===== src/verilog/fsrp_pkg.sv =====
// constants and types for the flash read and status polling block
package fsrp_pkg;

  // ------------------------------------------------------------
  // array geometry
  // ------------------------------------------------------------
  localparam int ARR_DEPTH = 16;
  localparam int IDX_W = 4;
  localparam logic [7:0] ERASED_BYTE = 8'hff;

  // ------------------------------------------------------------
  // status byte layout
  // ------------------------------------------------------------
  localparam int POLL_BIT = 7;
  localparam int TOGGLE_BIT = 6;
  localparam logic [7:0] STATUS_BASE = 8'h00;

  // ------------------------------------------------------------
  // instruction sequence positions that launch an operation
  // ------------------------------------------------------------
  localparam logic [2:0] PROG_LAUNCH_POS = 3'h4;
  localparam logic [2:0] ERASE_LAUNCH_POS = 3'h6;

  // ------------------------------------------------------------
  // timing
  // ------------------------------------------------------------
  localparam int CLK_MHZ = 250;
  localparam int PROG_TIME_NS = 20000;
  localparam int ERASE_TIME_NS = 200000;
  localparam int PROT_TIME_NS = 100000;
  localparam int TMR_W = 16;
  localparam logic [15:0] PROG_CYC = 16'(PROG_TIME_NS * CLK_MHZ / 1000);
  localparam logic [15:0] ERASE_CYC = 16'(ERASE_TIME_NS * CLK_MHZ / 1000);
  localparam logic [15:0] PROT_CYC = 16'(PROT_TIME_NS * CLK_MHZ / 1000);

  // ------------------------------------------------------------
  // instruction kinds and array modes
  // ------------------------------------------------------------
  typedef enum logic [1:0] {
    FSRP_CMD_NONE,
    FSRP_CMD_PROG,
    FSRP_CMD_ERASE,
    FSRP_CMD_RESET
  } fsrp_cmd_t;

  typedef enum logic [1:0] {
    FSRP_READ_ARRAY,
    FSRP_PROGRAM,
    FSRP_ERASE,
    FSRP_PROTECTED
  } fsrp_mode_t;

endpackage


===== src/verilog/fsrp_core_if.sv =====
// links between the sequencer, the storage array and the timer
`timescale 1ns/1ps
interface fsrp_core_if;
  logic wrEn;
  logic [3:0] wrIdx;
  logic [7:0] wrData;
  logic eraseAll;
  logic [3:0] rdIdx;
  logic [7:0] rdByte;
  logic tmrLoad;
  logic [15:0] tmrCount;
  logic tmrDone;

  modport ctrl (
    output wrEn,
    output wrIdx,
    output wrData,
    output eraseAll,
    output rdIdx,
    input rdByte,
    output tmrLoad,
    output tmrCount,
    input tmrDone
  );
  modport mem (
    input wrEn,
    input wrIdx,
    input wrData,
    input eraseAll,
    input rdIdx,
    output rdByte
  );
  modport tmr (
    input tmrLoad,
    input tmrCount,
    output tmrDone
  );
endinterface


===== src/verilog/fsrp_array.sv =====
// flip-flop storage for the flash array contents
`timescale 1ns/1ps
module fsrp_array (
  input wire logic core_clk,
  input wire logic rst,
  fsrp_core_if.mem core
);

  typedef struct packed {
    logic [15:0][7:0] mem;
  } fsrp_arr_state_t;

  fsrp_arr_state_t s_r;
  fsrp_arr_state_t s_nxt;

  // ------------------------------------------------------------
  // storage update
  // ------------------------------------------------------------
  // erase fills every byte, a program writes one byte
  always_comb begin
    s_nxt = s_r;
    if (core.eraseAll) begin
      for (int i = 0; i < fsrp_pkg::ARR_DEPTH; i++) begin
        s_nxt.mem[i] = fsrp_pkg::ERASED_BYTE;
      end
    end else if (core.wrEn) begin
      s_nxt.mem[core.wrIdx] = core.wrData;
    end
  end

  // power-up contents are the erased state
  always_ff @(posedge core_clk) begin
    if (rst) begin
      s_r <= {fsrp_pkg::ARR_DEPTH{fsrp_pkg::ERASED_BYTE}};
    end else begin
      s_r <= s_nxt;
    end
  end

  assign core.rdByte = s_r.mem[core.rdIdx];

endmodule


===== src/verilog/fsrp_flash_read.sv =====
// flash read path: array reads, data polling and toggle status
//
// Behaviour
// [RQ1] read-array mode after reset and after the reset-flash instruction
// [RQ2] in read-array mode host reads return stored array bytes
// [RQ3] whenever no program or erase runs, the array is in read-array mode
// [RQ4] status reads answered repeatedly for as long as an operation runs
// [RQ5] while programming, polling bit reads inverse of data bit 7
// [RQ6] after programming, polling bit equals bit 7 of programmed byte
// [RQ7] host keeps a sector select asserted during the whole polling
// [RQ8] polling bit reads 0 during erase and 1 once erase completes
// [RQ9] flag valid after fourth program write or sixth erase write
// [RQ10] fully protected erase: bit 0 for 100 us, no erasure, then data
// [RQ11] toggle bit inverts on every status read while programming
// [RQ12] after programming toggling stops and real byte contents are read
// [RQ13] polling on data bit 7, toggle on bit 6, other bits zero
`timescale 1ns/1ps
module fsrp_flash_read #(
  parameter logic [15:0] PROG_CYC = fsrp_pkg::PROG_CYC,
  parameter logic [15:0] ERASE_CYC = fsrp_pkg::ERASE_CYC,
  parameter logic [15:0] PROT_CYC = fsrp_pkg::PROT_CYC
) (
  input wire logic core_clk,
  input wire logic rst,
  input wire logic busRd,
  input wire logic [3:0] busAddr,
  input wire logic main_sector_select,
  input wire logic boot_sector_select,
  input wire logic instrWr,
  input wire logic [1:0] instrKind,
  input wire logic [2:0] instrPos,
  input wire logic [3:0] instrAddr,
  input wire logic [7:0] instrData,
  input wire logic eraseProtected,
  output logic [7:0] rdData,
  output logic rdValid,
  output logic opBusy
);

  typedef struct packed {
    fsrp_pkg::fsrp_mode_t mode;
    logic toggle;
    logic [3:0] progIdx;
    logic [7:0] progData;
    logic [7:0] rdData;
    logic rdValid;
    logic busy;
    logic wrEn;
    logic eraseAll;
    logic tmrLoad;
    logic [15:0] tmrCount;
  } fsrp_state_t;

  fsrp_state_t s_r;
  fsrp_state_t s_nxt;
  fsrp_core_if core ();
  logic selActive;
  logic hostRead;

  // ------------------------------------------------------------
  // leaf instances
  // ------------------------------------------------------------
  fsrp_array u_array (
    .core_clk(core_clk),
    .rst(rst),
    .core(core.mem)
  );

  fsrp_timer u_timer (
    .core_clk(core_clk),
    .rst(rst),
    .core(core.tmr)
  );

  // storage and timer controls follow the next state so a write
  // lands on the same edge as the return to read-array mode
  assign core.wrEn = s_nxt.wrEn;
  assign core.wrIdx = s_nxt.progIdx;
  assign core.wrData = s_nxt.progData;
  assign core.eraseAll = s_nxt.eraseAll;
  assign core.tmrLoad = s_nxt.tmrLoad;
  assign core.tmrCount = s_nxt.tmrCount;
  assign core.rdIdx = busAddr;

  // a read counts only with one of the sector selects active
  assign selActive = main_sector_select | boot_sector_select; // RQ7
  assign hostRead = busRd & selActive;

  // ------------------------------------------------------------
  // sequencer
  // ------------------------------------------------------------
  // completion first, then instruction writes, then the read answer
  always_comb begin
    s_nxt = s_r;
    s_nxt.rdValid = 1'b0;
    s_nxt.wrEn = 1'b0;
    s_nxt.eraseAll = 1'b0;
    s_nxt.tmrLoad = 1'b0;
    // end of an operation returns to read-array mode
    if (core.tmrDone) begin
      case (s_r.mode)
        fsrp_pkg::FSRP_PROGRAM: begin
          s_nxt.wrEn = 1'b1; // RQ6
          s_nxt.mode = fsrp_pkg::FSRP_READ_ARRAY; // RQ3
        end
        fsrp_pkg::FSRP_ERASE: begin
          s_nxt.eraseAll = 1'b1; // RQ8
          s_nxt.mode = fsrp_pkg::FSRP_READ_ARRAY; // RQ3
        end
        fsrp_pkg::FSRP_PROTECTED: begin
          s_nxt.mode = fsrp_pkg::FSRP_READ_ARRAY; // RQ10
        end
        default: begin
          s_nxt.mode = s_r.mode;
        end
      endcase
    end
    // instruction writes launch or abort operations
    if (instrWr) begin
      case (fsrp_pkg::fsrp_cmd_t'(instrKind))
        fsrp_pkg::FSRP_CMD_PROG: begin
          if (instrPos == fsrp_pkg::PROG_LAUNCH_POS &&
              s_nxt.mode == fsrp_pkg::FSRP_READ_ARRAY) begin
            s_nxt.mode = fsrp_pkg::FSRP_PROGRAM; // RQ9
            s_nxt.progIdx = instrAddr;
            s_nxt.progData = instrData;
            s_nxt.toggle = 1'b0;
            s_nxt.tmrLoad = 1'b1;
            s_nxt.tmrCount = PROG_CYC;
          end
        end
        fsrp_pkg::FSRP_CMD_ERASE: begin
          if (instrPos == fsrp_pkg::ERASE_LAUNCH_POS &&
              s_nxt.mode == fsrp_pkg::FSRP_READ_ARRAY) begin
            s_nxt.tmrLoad = 1'b1;
            if (eraseProtected) begin
              s_nxt.mode = fsrp_pkg::FSRP_PROTECTED; // RQ10
              s_nxt.tmrCount = PROT_CYC; // RQ10
            end else begin
              s_nxt.mode = fsrp_pkg::FSRP_ERASE; // RQ9
              s_nxt.tmrCount = ERASE_CYC;
            end
          end
        end
        fsrp_pkg::FSRP_CMD_RESET: begin
          s_nxt.mode = fsrp_pkg::FSRP_READ_ARRAY; // RQ1
          s_nxt.wrEn = 1'b0;
          s_nxt.eraseAll = 1'b0;
        end
        default: begin
          s_nxt.mode = s_nxt.mode;
        end
      endcase
    end
    // read answer follows the mode at the time of the read
    if (hostRead) begin
      s_nxt.rdValid = 1'b1; // RQ4
      case (s_r.mode)
        fsrp_pkg::FSRP_READ_ARRAY: begin
          s_nxt.rdData = core.rdByte; // RQ2
        end
        fsrp_pkg::FSRP_PROGRAM: begin
          s_nxt.rdData = fsrp_pkg::STATUS_BASE; // RQ13
          s_nxt.rdData[fsrp_pkg::POLL_BIT] = ~s_r.progData[7]; // RQ5
          s_nxt.rdData[fsrp_pkg::TOGGLE_BIT] = s_r.toggle; // RQ11
          s_nxt.toggle = ~s_r.toggle; // RQ11
        end
        default: begin
          // erase and protected windows show a cleared polling bit
          s_nxt.rdData = fsrp_pkg::STATUS_BASE; // RQ8 RQ10
        end
      endcase
    end
    s_nxt.busy = (s_nxt.mode != fsrp_pkg::FSRP_READ_ARRAY);
  end

  // ------------------------------------------------------------
  // state register
  // ------------------------------------------------------------
  always_ff @(posedge core_clk) begin
    if (rst) begin
      s_r <= '0; // RQ1
    end else begin
      s_r <= s_nxt;
    end
  end

  assign rdData = s_r.rdData;
  assign rdValid = s_r.rdValid;
  assign opBusy = s_r.busy;
endmodule


===== src/verilog/fsrp_timer.sv =====
// down counter that times program, erase and protected windows
`timescale 1ns/1ps
module fsrp_timer (
  input wire logic core_clk,
  input wire logic rst,
  fsrp_core_if.tmr core
);

  typedef struct packed {
    logic [15:0] count;
    logic done;
  } fsrp_tmr_state_t;

  fsrp_tmr_state_t s_r;
  fsrp_tmr_state_t s_nxt;

  // ------------------------------------------------------------
  // countdown
  // ------------------------------------------------------------
  // done pulses on the edge the count runs out
  always_comb begin
    s_nxt = s_r;
    s_nxt.done = 1'b0;
    if (core.tmrLoad) begin
      s_nxt.count = core.tmrCount;
    end else if (s_r.count != 16'h0000) begin
      s_nxt.count = s_r.count - 16'h0001;
      s_nxt.done = (s_r.count == 16'h0001);
    end
  end

  always_ff @(posedge core_clk) begin
    if (rst) begin
      s_r <= '0;
    end else begin
      s_r <= s_nxt;
    end
  end

  assign core.tmrDone = s_r.done;

endmodule

===== config.mk =====
export PLATFORM = sky130hd
export DESIGN_NAME = fsrp_flash_read
export DESIGN_NICKNAME = d
export VERILOG_FILES = /design/src/verilog/fsrp_pkg.sv /design/src/verilog/fsrp_core_if.sv /design/src/verilog/fsrp_array.sv /design/src/verilog/fsrp_flash_read.sv /design/src/verilog/fsrp_timer.sv
export SDC_FILE = /design/constraint.sdc
export NUM_CORES = 1
export LEC_CHECK = 0
export ABC_CLOCK_PERIOD_IN_PS = 2350
export BUFFER_PORTS_ARGS = -buffer_cell sky130_fd_sc_hd__buf_2
export CAP_MARGIN = 10
export CORE_MARGIN = 2
export CORE_UTILIZATION = 61
export CTS_CLUSTER_DIAMETER = 150
export DETAILED_ROUTE_END_ITERATION = 10
export GPL_TIMING_DRIVEN = 0
export PLACE_DENSITY = 0.84
export SLEW_MARGIN = 10
export SYNTH_ARGS = -nofsm -noshare
export SYNTH_HDL_FRONTEND = slang
export SYNTH_SLANG_ARGS = --single-unit

===== constraint.sdc =====
create_clock -name core_clk -period 2.35 [get_ports core_clk]
set_input_delay 0 -clock core_clk [delete_from_list [all_inputs] [get_ports core_clk]]
set_output_delay 0 -clock core_clk [all_outputs]
set_load 0.02 [all_outputs]

==> run_results.csv <==
group,metric,value,unit
global_route,grt_pass1_wl,34260,um
logic_synthesis,ys_async_sr_fraction,0,
cells_and_area,nets,956,
die,die-area,15040,um2
logic_synthesis,synth-xor-area-share,0.004081,
logic_synthesis,yosys_register_bits,185,
routing,drt_pass1_iterations,5,
cells_and_area,fin_area,9786,um2
logic_synthesis,ys_types,58,
logic_synthesis,synth_edf_count,0,
routing,via_per_inst,6.112,
placed_design,placed_cell_area,8980,um2
die,initial_utilization,0.6208,
clocking,post_cts_buffers,0,
logic_synthesis,yosys.area_share.simple,0.1583,
clocking,cts_tree,"done",
sta,rsz0062_at_grt,"true",
sta,max_slew_margin,0.2040,
sta,tns,0,ns
cells_and_area,final_util,0.7077,
routing,wirelength,21490,um
die,die_w,122.6,um
logic_synthesis,synth.area.top_cells,"dfxtp_1 (43%), mux2i_1 (17%), mux4_2 (8.4%), nor2_1 (6.9%), a21oi_1 (2.2%)",
setup_path,critPathArrivalTime,2.62,ns
cells_and_area,syn2layout_area_growth,13.99,%
routing,drt_iter0_markers,455,
sta,skew,0.01541,ns
routing,vias,6797,
setup_path,crit_type,"register to register",
logic_synthesis,yosysTopAreaCell,"dfxtp_1",
setup_path,cp_max_fo,10,
routing,final_antenna_net_count,0,
power,peakVddDrop,555.4,uV
sta,hold_viol,0,
logic_synthesis,synth_fa_ha_area_frac,0.01020,
logic_synthesis,synth_top_area_frac,0.4314,
cells_and_area,layout-drive-gt1-share,0.2060,
setup_path,critPathMaxStageDelay,0.36,ns
clocking,clock_latency,0.43,ns
power,total_power,7.447,mW
min_path,worstHoldPathType,"input pin to register",
routing,drc,0,
flow_run,drv_cap,0,
setup_path,crit_family,"buffers and inverters",
sta,fmax,0.4320,GHz
run_status,status,"completed",
sta,setup_viol,0,
setup_path,r2r_slack,0.04,ns
setup_path,worstSetupStartpointType,"register",
setup_path,crit_required,2.66,ns
setup_path,cp_slowest_cell,"dfxtp_1",
routing,wl_per_cell,19.33,um
global_route,grt.total_usage,0.2984,
logic_synthesis,synth_compound_area_frac,0.08454,
die,die_y,122.6,um
setup_path,critPathMostFrequentCell,"mux2i_1",
clocking,cts.root.buffer_cell,"clkbuf_16",
logic_synthesis,synth_top_family_by_area,"multiplexers",
sta,tightest_slew,1.191,ns
clocking,cts_made_buffers,17,
logic_synthesis,ys_warn_count,0,
global_route,grt-ovfl-total,0,
placed_design,gp_congestion,0.8857,
power,power_leakage,4.144,nW
global_route,grt_pass1_vias,6706,
logic_synthesis,synth-seq-area-share,0.4314,
logic_synthesis,syn_area,8584,um2
placed_design,port_buffers,34,
die,ios,38,
cells_and_area,diodes,0,
logic_synthesis,avgSynthCellArea,10.05,um2
clocking,path_clk_slew,0.06,ns
die,fp-row-count,43,
global_route,grt_max_degree,17,
clocking,clock_sinks,185,
clocking,clock_path_buffers,2,
setup_path,worst_setup_path_end_kind,"register",
logic_synthesis,syn_inst,854,
sta,period_needed,2.315,ns
global_route,grt_antenna_before_repair,0,
sta,fin_crit_sh,0.9850,
sta,fin_ws,0.03517,ns
die,coreArea,13830,um2
clocking,htree_levels,4,
placed_design,dpl_worst_slack,-0.2668,ns
power,power_density,761.0,nW/um2
logic_synthesis,synth_flop_cell,"dfxtp_1",
setup_path,path_buf_inv,3,
logic_synthesis,synthMuxAreaShare,0.2657,
setup_path,cp_cell_sequence,"o21ba_2, nor3_4, buf_8, mux2i_1, nor2b_2, clkbuf_4, buf_4, mux2i_1",
logic_synthesis,syn-num-nets,889,
placed_design,dp_hpwl,14990,um
sta,finalMaxSlewViolations,0,
-- worst paths after layout --
path / start / end / cells past startpoint
hold / removal: eraseProtected / s_r[6] / 3
hold reg to reg: s_r[7] / s_r[7] / 2
setup / recovery: s_r[43] / u_array.s_r[50] / 8
setup reg to reg: s_r[43] / u_array.s_r[50] / 8
-- worst register-to-register path, delay by kind of cell (launching register included) --
family                 cells  cell delay (ns)
AO/OA/AOI/OAI              1             0.28
buffers and inverters      3             0.67
flip-flops                 1             0.36
multiplexers               2             0.34
AND/OR/NAND/NOR            2             0.55
-- state kept, by name, indices dropped and copies added, names as in the netlist --
register and cells:
rdValid 1, u_timer.core.tmrDone 1, u_array.s_r 128, rdData 8, s_r 30, opBusy 1, u_timer.s_r 16
-- final cells by class --
| class | instances | area (um2) |
|---|---|---|
| multi-input combinational | 588 | 4564 |
| fill | 950 | 4041 |
| sequential | 185 | 3704 |
| clock buffer | 18 | 429.2 |
| buffer | 71 | 415.4 |
| timing repair buffer | 49 | 320.3 |
| tap | 180 | 225.2 |
| clock inverter | 12 | 93.84 |
| inverter | 9 | 33.78 |
-- what timing repair did --
item / CTS / global route
gates cloned: 0 / 0
endpoints found under the setup margin: 109 / 120
hold buffers: 15 / 0
gates resized for setup: 17 / 44
pin swaps: 0 / 1
endpoints found under the hold margin: 15 / 0
-- cell usage after synthesis, types with 9 or more instances --
| cell | n |
|---|---|
| clkbuf_1 | 36 |
| nand3_1 | 10 |
| nand2_1 | 25 |
| inv_1 | 9 |
| buf_4 | 11 |
| and2_1 | 12 |
| nor2b_1 | 18 |
| buf_2 | 20 |
| mux2i_1 | 143 |
| dfxtp_1 | 185 |
| mux2_2 | 9 |
| nor2_1 | 158 |
| mux4_2 | 32 |
| a211oi_1 | 20 |
| nand2_2 | 9 |
| a21oi_1 | 37 |
-- metrics by stage --
stage / instances / hold slack, ns
6_report: 1112 / 0.01703
5_1_grt: 1112 / 0.03132
4_1_cts: 1113 / 0.004783
3_5_place_dp: 1068 / 0.2811
3_3_place_gp: 1068 / 0.2614
2_1_floorplan: 854 / 0.1472
-- power by group --
part | internal [mW] | switching [mW] | total [mW]
Combinational | 0.594 | 0.834 | 1.43
Sequential | 3.27 | 0.130 | 3.40
Clock | 1.36 | 1.26 | 2.62
-- layer usage --
metal | track usage | vias to the layer above | wire length [um]
li1 | - | 3159 | -
met1 | 0.3657 | 3302 | 8819
met2 | 0.4983 | 261 | 10500
met3 | 0.07435 | 75 | 1367
met4 | 0.1315 | 0 | 804
met5 | 0 | - | 0
-- logic make-up after synthesis --
kind of cell             count (synthesis)
XOR/XNOR                                 4
AO/OA/AOI/OAI                          107
buffers and inverters                   81
AND/OR/NAND/NOR                        284
multiplexers                           186
flip-flops                             185
adder cells (fa/ha/maj)                  7
-- cell usage in the layout, fill, tap and decap left out, drive strengths merged, types with 4 or more instances in the layout --
cell | Yosys | final
a211oi | 20 | 20
a21oi | 37 | 37
a221o | 6 | 6
a31oi | 5 | 5
and2 | 12 | 12
buf | 36 | 68
clkbuf | 36 | 55
clkinv | 0 | 6
dfxtp | 185 | 185
dlygate4sd3 | 0 | 15
ha | 7 | 7
inv | 9 | 14
mux2 | 9 | 9
mux2i | 145 | 145
mux4 | 32 | 32
nand2 | 36 | 36
nand2b | 7 | 7
nand3 | 10 | 10
nand4b | 6 | 6
nor2 | 158 | 158
nor2b | 18 | 18
nor3 | 6 | 6
nor4 | 6 | 6
o21ai | 7 | 7
o22ai | 4 | 4
or2 | 6 | 6
or3 | 7 | 7
(Power assumes the default switching activity.)
